===== src/logic/core_op_pkg.sv =====
package core_op_pkg;

    // ------------------------------------------------------------
    // Widths
    // ------------------------------------------------------------
    localparam int DATA_W  = 8;
    localparam int FADDR_W = 7;
    localparam int PC_W    = 15;
    localparam int PCL_W   = 8;
    localparam int PCH_W   = 7;

    // ------------------------------------------------------------
    // Reset values and constants
    // ------------------------------------------------------------
    localparam logic [DATA_W-1:0]  ACCUM_RST  = 8'h00;
    localparam logic [DATA_W-1:0]  ZERO_BYTE  = 8'h00;
    localparam logic [DATA_W-1:0]  DEC_STEP   = 8'h01;
    localparam logic [PC_W-1:0]    PC_STEP    = 15'h0001;
    localparam logic [FADDR_W-1:0] FADDR_RST  = 7'h00;
    localparam logic [PC_W-1:0]    PC_RST     = 15'h0000;
    localparam logic               NIL_RST    = 1'b0;
    localparam logic               FLAG_N_RST = 1'b1;
    localparam logic               DEST_ACCUM = 1'b0;
    localparam logic               DEST_FILE  = 1'b1;

    // ------------------------------------------------------------
    // Operations and carriers
    // ------------------------------------------------------------
    typedef enum logic [2:0] {
        op_idle,
        op_call_via_accum,
        op_zero_file,
        op_zero_accum,
        op_kick,
        op_invert_file,
        op_minus_one,
        op_minus_one_skip
    } op_t;

    typedef struct packed {
        op_t                op;
        logic [FADDR_W-1:0] faddr;
        logic               dest;
    } instr_t;

    typedef struct packed {
        logic               we;
        logic [FADDR_W-1:0] addr;
        logic [DATA_W-1:0]  wdata;
    } file_wr_t;

    typedef struct packed {
        logic            push;
        logic [PC_W-1:0] ret_addr;
    } stack_push_t;

    typedef struct packed {
        logic            load;
        logic [PC_W-1:0] target;
    } pc_load_t;

    // Ops whose result goes to the file or the accumulator by dest
    function automatic logic routes_by_dest(input op_t op);
        return (op == op_invert_file) || (op == op_minus_one) || (op == op_minus_one_skip);
    endfunction

endpackage


===== src/logic/core_op_alu.sv =====
`timescale 1ns/1ps
module core_op_alu
    import core_op_pkg::*;
(
    // Operation
    input  wire op_t                op,
    input  wire logic [DATA_W-1:0]  file_val,
    // Result
    output      logic [DATA_W-1:0]  result,
    output      logic               result_zero
);

    // ------------------------------------------------------------
    // Data path
    // ------------------------------------------------------------
    always_comb begin
        unique case (op)
            op_invert_file:    result = ~file_val;
            op_minus_one,
            op_minus_one_skip: result = file_val - DEC_STEP;
            default:           result = ZERO_BYTE;
        endcase
        result_zero = (result == ZERO_BYTE);
    end

endmodule


===== src/logic/core_op_seq.sv =====
`timescale 1ns/1ps
module core_op_seq
    import core_op_pkg::*;
(
    // Clock, reset, enable
    input  wire logic clk,
    input  wire logic rst_n,
    input  wire logic ce,
    // Starts
    input  wire logic start_call,
    input  wire logic start_skip,
    // State
    output      logic second_cycle,
    output      logic call_second
);

    typedef enum logic [1:0] {seq_idle, seq_call, seq_skip} seq_t;

    seq_t state_reg;
    seq_t state_next;

    // ------------------------------------------------------------
    // Next state
    // ------------------------------------------------------------
    always_comb begin
        state_next = state_reg;
        if (ce) begin
            unique case (state_reg)
                seq_idle: begin
                    if (start_call)
                        state_next = seq_call;
                    else if (start_skip)
                        state_next = seq_skip;
                end
                seq_call: state_next = seq_idle;
                seq_skip: state_next = seq_idle;
                default:  state_next = seq_idle;
            endcase
        end
    end

    // State register
    always_ff @(posedge clk or negedge rst_n) begin
        if (!rst_n)
            state_reg <= seq_idle;
        else
            state_reg <= state_next;
    end

    assign second_cycle = (state_reg != seq_idle);
    assign call_second  = (state_reg == seq_call);

endmodule


===== src/logic/core_op_exec.sv =====
`timescale 1ns/1ps
module core_op_exec
    import core_op_pkg::*;
(
    // Clock, reset, enable
    input  wire logic               clk,
    input  wire logic               rst_n,
    input  wire logic               ce,
    // Instruction issue
    input  wire logic               instr_valid,
    input  wire instr_t             instr,
    output      logic               instr_ready,
    // Core context
    input  wire logic [PC_W-1:0]    pc_cur,
    input  wire logic [PCH_W-1:0]   pc_high_latch,
    // File register bus
    output      logic [FADDR_W-1:0] file_raddr,
    input  wire logic [DATA_W-1:0]  file_rdata,
    output      file_wr_t           file_wr,
    // Flag events from the watchdog and sleep logic
    input  wire logic               wdog_timeout_evt,
    input  wire logic               sleep_evt,
    // Program flow
    output      stack_push_t        stack_push,
    output      pc_load_t           pc_load,
    output      logic               discard_fetch,
    // Watchdog service
    output      logic               wdog_clear,
    // Architectural state
    output      logic [DATA_W-1:0]  accum_reg,
    output      logic               result_nil_flag,
    output      logic               wdog_expired_flag_n,
    output      logic               sleep_entered_flag_n
);

    // ------------------------------------------------------------
    // Declarations
    // ------------------------------------------------------------
    logic              accept;
    logic              second_cycle;
    logic              call_second;
    logic [DATA_W-1:0] alu_result;
    logic              alu_zero;
    logic              skip_taken;

    logic [DATA_W-1:0] accum_next;
    logic              nil_reg;
    logic              nil_next;
    logic              wdt_n_reg;
    logic              wdt_n_next;
    logic              pd_n_reg;
    logic              pd_n_next;
    file_wr_t          file_wr_reg;
    file_wr_t          file_wr_next;
    stack_push_t       push_reg;
    stack_push_t       push_next;
    pc_load_t          pc_load_reg;
    pc_load_t          pc_load_next;
    logic              discard_reg;
    logic              discard_next;
    logic              kick_reg;
    logic              kick_next;

    // ------------------------------------------------------------
    // Issue handshake
    // ------------------------------------------------------------
    // single-cycle issue, except for a call or a taken skip
    // No new instruction during the second cycle of a call or skip; the
    // refused slot after a taken skip is the no-op run in place of the word
    assign instr_ready = !second_cycle;
    assign accept      = instr_valid && instr_ready && ce;
    // Read address follows the offered word so operand data is ready at accept
    assign file_raddr  = instr.faddr;

    assign skip_taken  = accept && (instr.op == op_minus_one_skip) && alu_zero;

    core_op_alu u_alu (
        .op          (instr.op),
        .file_val    (file_rdata),
        .result      (alu_result),
        .result_zero (alu_zero)
    );

    core_op_seq u_seq (
        .clk          (clk),
        .rst_n        (rst_n),
        .ce           (ce),
        .start_call   (accept && (instr.op == op_call_via_accum)),
        .start_skip   (skip_taken),
        .second_cycle (second_cycle),
        .call_second  (call_second)
    );

    // ------------------------------------------------------------
    // Execute
    // ------------------------------------------------------------
    // Pulses drop each enabled cycle; all state holds while ce is low
    always_comb begin
        accum_next   = accum_reg;
        nil_next     = nil_reg;
        wdt_n_next   = wdt_n_reg;
        pd_n_next    = pd_n_reg;
        file_wr_next = file_wr_reg;
        push_next    = push_reg;
        pc_load_next = pc_load_reg;
        discard_next = discard_reg;
        kick_next    = kick_reg;
        if (ce) begin
            file_wr_next.we = 1'b0;
            push_next.push  = 1'b0;
            pc_load_next.load = 1'b0;
            discard_next    = 1'b0;
            kick_next       = 1'b0;
            if (call_second) begin
                pc_load_next.load   = 1'b1;
                pc_load_next.target = {pc_high_latch, accum_reg};
            end
            if (accept) begin
                unique case (instr.op)
                    op_call_via_accum: begin
                        push_next.push     = 1'b1;
                        push_next.ret_addr = pc_cur + PC_STEP;
                    end
                    op_zero_file: begin
                        file_wr_next.we    = 1'b1;
                        file_wr_next.addr  = instr.faddr;
                        file_wr_next.wdata = ZERO_BYTE;
                        nil_next           = 1'b1;
                    end
                    op_zero_accum: begin
                        accum_next = ZERO_BYTE;
                        nil_next   = 1'b1;
                    end
                    op_kick: begin
                        kick_next  = 1'b1;
                        wdt_n_next = 1'b1;
                        pd_n_next  = 1'b1;
                    end
                    op_invert_file,
                    op_minus_one: begin
                        nil_next = alu_zero;
                    end
                    default: begin
                    end
                endcase
                if (routes_by_dest(instr.op)) begin
                    if (instr.dest == DEST_FILE) begin
                        file_wr_next.we    = 1'b1;
                        file_wr_next.addr  = instr.faddr;
                        file_wr_next.wdata = alu_result;
                    end else begin
                        accum_next = alu_result;
                    end
                end
                discard_next = skip_taken;
            end
            // Hardware events win over a kick in the same cycle
            if (wdog_timeout_evt)
                wdt_n_next = 1'b0;
            if (sleep_evt)
                pd_n_next = 1'b0;
        end
    end

    // State registers
    always_ff @(posedge clk or negedge rst_n) begin
        if (!rst_n) begin
            accum_reg   <= ACCUM_RST;
            nil_reg     <= NIL_RST;
            wdt_n_reg   <= FLAG_N_RST;
            pd_n_reg    <= FLAG_N_RST;
            file_wr_reg <= '{we: 1'b0, addr: FADDR_RST, wdata: ZERO_BYTE};
            push_reg    <= '{push: 1'b0, ret_addr: PC_RST};
            pc_load_reg <= '{load: 1'b0, target: PC_RST};
            discard_reg <= 1'b0;
            kick_reg    <= 1'b0;
        end else begin
            accum_reg   <= accum_next;
            nil_reg     <= nil_next;
            wdt_n_reg   <= wdt_n_next;
            pd_n_reg    <= pd_n_next;
            file_wr_reg <= file_wr_next;
            push_reg    <= push_next;
            pc_load_reg <= pc_load_next;
            discard_reg <= discard_next;
            kick_reg    <= kick_next;
        end
    end

    // ------------------------------------------------------------
    // Outputs
    // ------------------------------------------------------------
    assign file_wr              = file_wr_reg;
    assign stack_push           = push_reg;
    assign pc_load              = pc_load_reg;
    assign discard_fetch        = discard_reg;
    assign wdog_clear           = kick_reg;
    assign result_nil_flag      = nil_reg;
    assign wdog_expired_flag_n  = wdt_n_reg;
    assign sleep_entered_flag_n = pd_n_reg;

    // ------------------------------------------------------------
    // Checks
    // ------------------------------------------------------------
    property p_call_push;
        @(posedge clk) disable iff (!rst_n)
        accept && instr.op == op_call_via_accum |=>
            stack_push.push && stack_push.ret_addr == $past(pc_cur) + PC_STEP;
    endproperty
    a_call_push: assert property (p_call_push) else $error("call push wrong");

    property p_call_load;
        @(posedge clk) disable iff (!rst_n)
        accept && instr.op == op_call_via_accum ##1 ce |=>
            pc_load.load && !stack_push.push
            && pc_load.target == {$past(pc_high_latch), $past(accum_reg, 2)};
    endproperty
    a_call_load: assert property (p_call_load) else $error("call load wrong");

    property p_call_two;
        @(posedge clk) disable iff (!rst_n)
        accept && instr.op == op_call_via_accum |=>
            !instr_ready && $stable(result_nil_flag) && $stable(wdog_expired_flag_n)
            && $stable(sleep_entered_flag_n) ##1 (ce ? instr_ready : 1'b1);
    endproperty
    a_call_two: assert property (p_call_two) else $error("call cycles or flags");

    property p_zero_file;
        @(posedge clk) disable iff (!rst_n)
        accept && instr.op == op_zero_file |=>
            file_wr.we && file_wr.wdata == ZERO_BYTE
            && file_wr.addr == $past(instr.faddr) && result_nil_flag;
    endproperty
    a_zero_file: assert property (p_zero_file) else $error("file clear wrong");

    property p_zero_accum;
        @(posedge clk) disable iff (!rst_n)
        accept && instr.op == op_zero_accum |=>
            accum_reg == ZERO_BYTE && result_nil_flag && !file_wr.we;
    endproperty
    a_zero_accum: assert property (p_zero_accum) else $error("accum clear wrong");

    property p_kick;
        @(posedge clk) disable iff (!rst_n)
        accept && instr.op == op_kick && !wdog_timeout_evt && !sleep_evt |=>
            wdog_clear && wdog_expired_flag_n && sleep_entered_flag_n
            && $stable(result_nil_flag) && $stable(accum_reg);
    endproperty
    a_kick: assert property (p_kick) else $error("kick wrong");

    property p_invert;
        @(posedge clk) disable iff (!rst_n)
        accept && instr.op == op_invert_file && instr.dest == DEST_FILE |=>
            file_wr.we && file_wr.wdata == ~$past(file_rdata)
            && result_nil_flag == ($past(file_rdata) == 8'hFF);
    endproperty
    a_invert: assert property (p_invert) else $error("invert wrong");

    property p_minus_one;
        @(posedge clk) disable iff (!rst_n)
        accept && instr.op == op_minus_one && instr.dest == DEST_ACCUM |=>
            accum_reg == $past(file_rdata) - DEC_STEP && !file_wr.we
            && result_nil_flag == ($past(file_rdata) == 8'h01);
    endproperty
    a_minus_one: assert property (p_minus_one) else $error("decrement wrong");

    property p_skip;
        @(posedge clk) disable iff (!rst_n)
        accept && instr.op == op_minus_one_skip |=>
            discard_fetch == ($past(file_rdata) == 8'h01) && instr_ready == !discard_fetch
            && $stable(result_nil_flag);
    endproperty
    a_skip: assert property (p_skip) else $error("skip wrong");

    property p_single;
        @(posedge clk) disable iff (!rst_n)
        accept && instr.op != op_call_via_accum && !skip_taken |=> instr_ready;
    endproperty
    a_single: assert property (p_single) else $error("not single cycle");

endmodule


===== config.mk =====
export PLATFORM = sky130hd
export DESIGN_NAME = core_op_exec
export DESIGN_NICKNAME = d
export VERILOG_FILES = /design/src/logic/core_op_pkg.sv /design/src/logic/core_op_alu.sv /design/src/logic/core_op_seq.sv /design/src/logic/core_op_exec.sv
export SDC_FILE = /design/constraint.sdc
export NUM_CORES = 1
export LEC_CHECK = 0
export BUFFER_PORTS_ARGS = -buffer_cell sky130_fd_sc_hd__buf_2
export CAP_MARGIN = 30
export CORE_UTILIZATION = 25
export DETAILED_ROUTE_END_ITERATION = 10
export PLACE_DENSITY = 0.58
export RECOVER_POWER = 50
export SLEW_MARGIN = 20
export SYNTH_ARGS = -nofsm -noshare
export SYNTH_HDL_FRONTEND = slang
export SYNTH_SLANG_ARGS = --single-unit

===== constraint.sdc =====
create_clock -name clk -period 1.9 [get_ports clk]
set_input_delay 0.095 -clock clk [delete_from_list [all_inputs] [get_ports clk]]
set_output_delay 0.095 -clock clk [all_outputs]
set_load 0.01 [all_outputs]

# After elaboration in Yosys (flattened, before gate mapping)
# Index checks and enable logic that the tools add are counted.
# totals
regBits	63
output_inout_bits	69
# classes
eq_ne	9
n_reduce_logical	26
addsub	2
n_bitwise	1
n_mux	22
# ops
op	n
16-bit two-way mux	7
8-bit two-way mux	3
8-bit one-hot mux with 2 select lines	1
15-bit by 1-bit adder with 15-bit output, second input constant	1
3-bit equality test, second input constant	4
3-bit AND reduction	4
2-bit nonzero test	6
8-bit logical NOT	1
8-bit NOT	1
8-bit by 1-bit subtractor with 8-bit output, second input constant	1
1-bit two-way mux	7
3-bit by 2-bit equality test with 1-bit output, second input constant	2
2-bit two-way mux	3
2-bit AND reduction	3
2-bit OR reduction	3
1-bit logical AND	5
3-bit by 1-bit equality test with 1-bit output, second input constant	1
3-bit by 2-bit != test with 1-bit output, second input constant	1
2-bit by 1-bit equality test with 1-bit output, second input constant	1
2-bit logical NOT	1
1-bit logical OR	2
1-bit one-hot mux with 2 select lines	1
1-bit logical NOT	1

# Logic depth before layout (Yosys ltp)
# logic_depth
depth_word	9
depth_mapped	8
mapped_depth_nobuf	8

# By module
# Synthesis repeated with hierarchy kept, for this count alone.
# unflattened
hier_cells	275
area_unflattened_um2	3098.0
# modules_own_cells
module	area_each_um2	seq_area_each_um2	n_inst	cells_per_inst
core_op_exec	2675.1	1529.0	1	220
core_op_alu	322.8	0.0	1	45
core_op_seq	100.1	50.0	1	10

# Worst setup path after synthesis
# OpenSTA, ideal clock, no wires.
# synth_timing
path_type	register to register
start	reg u_seq.state_reg[1]
end	reg file_wr_reg (netlist bit file_wr[14])
path_slack_ps	240
path_stages_with_launch	7
setup_ps	125
n_path_buf	2
t_required_ps	1775
arrival_ps	1535
cell_sequence	dfrtp_1 > nor2_1 > and3_1 > buf_2 > nand2_1 > buf_2 > mux2_2
# synth_via
elab_chain_len	5
# synth_rtl
element	line	text
from (decl)	core_op_seq.sv:19	seq_t state_reg;
from (signal assigned)	core_op_seq.sv:45	state_reg <= seq_idle;
from (signal assigned)	core_op_seq.sv:47	state_reg <= state_next;
2-bit nonzero test	core_op_seq.sv:50	assign second_cycle = (state_reg != seq_idle);
1-bit logical NOT	core_op_exec.sv:70	assign instr_ready = !second_cycle;
via instr_ready	core_op_exec.sv:12	output logic instr_ready,
1-bit logical AND (2 in series)	core_op_exec.sv:71	assign accept = instr_valid && instr_ready && ce;
2-bit AND reduction (no line)	--	
to (signal assigned)	core_op_exec.sv:172	file_wr_reg <= '{we: 1'b0, addr: FADDR_RST, wdata: ZERO_BYTE};
to (signal assigned)	core_op_exec.sv:182	file_wr_reg <= file_wr_next;
to (decl)	core_op_exec.sv:53	file_wr_t file_wr_reg;
# The timed path passes the listed nets, and every way through them passes these cells.
# A chain may end at the register's enable or synchronous reset.

# Worst setup path after layout
# layout_timing
start	in pc_cur[0]
end	reg push_reg (netlist bit stack_push[14])
# layout_via
elab_chain_len	1
# layout_rtl
element	line	text
from (decl)	core_op_exec.sv:14	input wire logic [PC_W-1:0] pc_cur,
15-bit by 1-bit adder with 15-bit output	core_op_exec.sv:122	push_next.ret_addr = pc_cur + PC_STEP;
to (signal assigned)	core_op_exec.sv:173	push_reg <= '{push: 1'b0, ret_addr: PC_RST};
to (signal assigned)	core_op_exec.sv:183	push_reg <= push_next;
to (decl)	core_op_exec.sv:55	stack_push_t push_reg;
# Every way passes these cells.

==> qor.txt <==
status - finished with violations
failing checks - design-rule violations
met2 WL - 3.66 mm
final hold vios - 0
H-tree lvl count - 3
switching power total - 0.00116 W
core area - 11,600 µm²
Yosys cell types - 51
setup_tns - 0 ps
CTS Sinks - 63
die area - 12,500 µm²
crit share post-route - 0.900
GPL Wtd Cong - 0.867
Setup Skew - 6.12 ps
CP required - 2140 ps
switch share - 0.287
post-route ant nets - 0
arrival time at the worst endpoint - 1960 ps
Worst Setup End Kind - register
Routed WL - 7.76 mm
CTS Buf Count - 9
starting density of the core - 0.260
most instantiated library cell after synthesis - dfrtp_1
routed wl met3 - 549 µm
Leak - 1.95 nW
Power Density - 980 nW/µm²
post-layout power - 0.00403 W
layout cells sized above 1 - 0.329
slowest CP cell - dlygate4sd3_1
sequential fraction of the synthesis area - 0.523
Least-Margin Pin Slew - 912 ps
Port Buf Inserts - 115
Top delay family on crit path - simple AND/OR/NAND/NOR gates
syn_area_per_cell - 10.3 µm²
Syn-to-layout area delta - 36.2%
worst hold path class - primary input to register
CTS max path bufs - 2
CP startpoint kind - primary input
number of diodes - 0
largest net degree at the start of global routing - 31
RSZ-0062 raised after global routing - false
drt pass-1 iters - 7
Synth area leader - dfrtp_1
DP Wirelength - 5.86 mm
global-route wire length before repair - 12.8 mm
number of synthesized flops with an enable pin - 0
Non-Filler Instances - 572
Mapped Cells - 293
Final Setup Violations - 0
largest cells by area after synthesis - dfrtp_1 51%, mux2_2 8.6%, nand2_1 5.6%
Placed Instances - 545
DIE WIDTH - 112 µm
top routing layer in use - met4
initial antenna violation count - 0
DR vias - 2,632
P_int - 0.00288 W
total grt overflow - 0
Clock Latency Late Sink - 330 ps
routed len/inst - 13.6 µm
Clock power frac - 0.367
DRT iter0 DRCs - 165
Largest stage delay, worst path - 520 ps
area share of the largest cell type after synthesis - 0.505
synth cell count leaders - 61 x dfrtp_1, 45 x nand2_1, 32 x o21ai_0, 23 x mux2_2, 20 x nor2_1
crit path time final - 1710 ps
post-synthesis register bit count - 63
Async SR Flop Fraction - 1.00
Slew headroom - 0.392
GRT Total Usage - 0.132
Slew Limit Fails - 0
number of setup buffers added after CTS - 0
Placement Rows - 39
Mapped Area - 3020 µm²
chip height - 112 µm
Worst Path Buf+Inv - 2
CP Cell Sequence - dlygate4sd3_1 -> buf_2 -> ha_1 -> nand2_1 -> nor3_1 -> nand3_1 -> xor2_1 -> o21ai_0
max-cap viol count - 0
f_max - 585 MHz
vias in the first global route - 2,606
Vias per Instance - 4.60
most frequently used flop master after synthesis - dfrtp_1
Ports - 116
combinational fraction of design power - 0.208
clk root buf - clkbuf_16
CTS tree - built
CP Class - primary input to register
Layout Nets - 473
met1 WL - 3.47 mm
maximum vdd drop - 0.303 mV
worst-path maximum fanout - 3
Clock transition at path regs - 60 ps
Syn Nets - 342
Seq pwr share - 0.425
Synthesis Warnings - 0
DRC Markers - 11
-- cell type report --
class / instances / area [µm²]
fillers: 1201 / 7500
repair buffers: 140 / 757
well taps: 143 / 179
inverters: 9 / 33.8
clock buffers: 12 / 246
clock inverters: 4 / 22.5
multi-input cells: 201 / 1300
flip-flops and latches: 63 / 1580
-- power by group through the flow --
| stage | Combinational [W] | Clock [W] | Sequential, W |
|---|---|---|---|
| after floorplan | 0.000324 | 0 | 0.00184 |
| after global placement | 0.000857 | 0 | 0.00172 |
| after detailed placement | 0.000870 | 0 | 0.00173 |
| after CTS | 0.000887 | 0.00153 | 0.00171 |
| after global routing | 0.000930 | 0.00159 | 0.00175 |
| final | 0.000838 | 0.00148 | 0.00172 |
-- kinds of logic (layout without fill, tap and decap cells) --
| logic type | after synthesis | count (layout) | share of synthesized area |
|---|---|---|---|
| buf+inv | 29 | 165 | 0.0476 |
| flops | 63 | 63 | 0.523 |
| mux | 23 | 23 | 0.0858 |
| xor+xnor | 16 | 16 | 0.0464 |
| simple gates | 100 | 100 | 0.159 |
| compound gates | 60 | 60 | 0.130 |
| fa+ha+maj | 2 | 2 | 0.00828 |
-- worst register-to-register path, stage by stage (launching register included) --
cell	delay, ps
dfrtp_1	400
nor2_1	150
and3_1	200
nand2_1	130
or3_1	440
o21ai_0	190
-- final timing paths --
| path | start | endpoint | slack [ps] | cells after the start |
|---|---|---|---|---|
| setup reg to reg | u_seq.state_reg[1] | accum_reg[1] | 310 | 5 |
| max in group asynchronous | rst_n | pc_load[14] | 490 | 3 |
| hold / removal | instr[3] | file_wr[10] | 10 | 2 |
| min in group asynchronous | rst_n | pc_load[2] | 420 | 2 |
| setup / recovery | pc_cur[0] | stack_push[14] | 190 | 8 |
| hold reg to reg | wdog_clear | wdog_clear | 480 | 1 |
-- cell usage in the layout, fill, tap and decap left out, drive strengths merged, types with 3 or more instances in the layout --
cell type    netlist  final
buf               13     93
dfrtp             61     61
clkbuf             7     48
nand2             45     45
o21ai             33     33
mux2              23     23
nor2              20     20
dlygate4sd3        0     11
nand3             10     10
xor2              10     10
inv                9      9
xnor2              6      6
nor3               5      5
a21oi              4      4
clkinv             0      3
nand4              3      3
-- what timing repair did --
action | CTS | global route
hold buffers | 11 | 0
gates resized for setup | 0 | 0
endpoints found under the setup margin | 0 | 0
hold endpoints to repair | 24 | 0
-- metal layers --
layer / vias up / GRT usage
met5: - / 0
met4: 0 / 0.0486
met3: 7 / 0.0463
met2: 84 / 0.219
met1: 1261 / 0.157
li1: 1280 / -
-- through the flow --
stage	worst slack [ps]	hold slack, ps	utilization	area, µm²
CTS	156	1.40	0.358	4160
floorplan	240	-201	-	3020
global placement	82.7	33.8	0.326	3780
finish	190	13.5	0.354	4120
detailed placement	39.6	40.9	0.326	3780
global route	29.7	5.73	0.354	4120
Power figures use the tool's default switching activity.
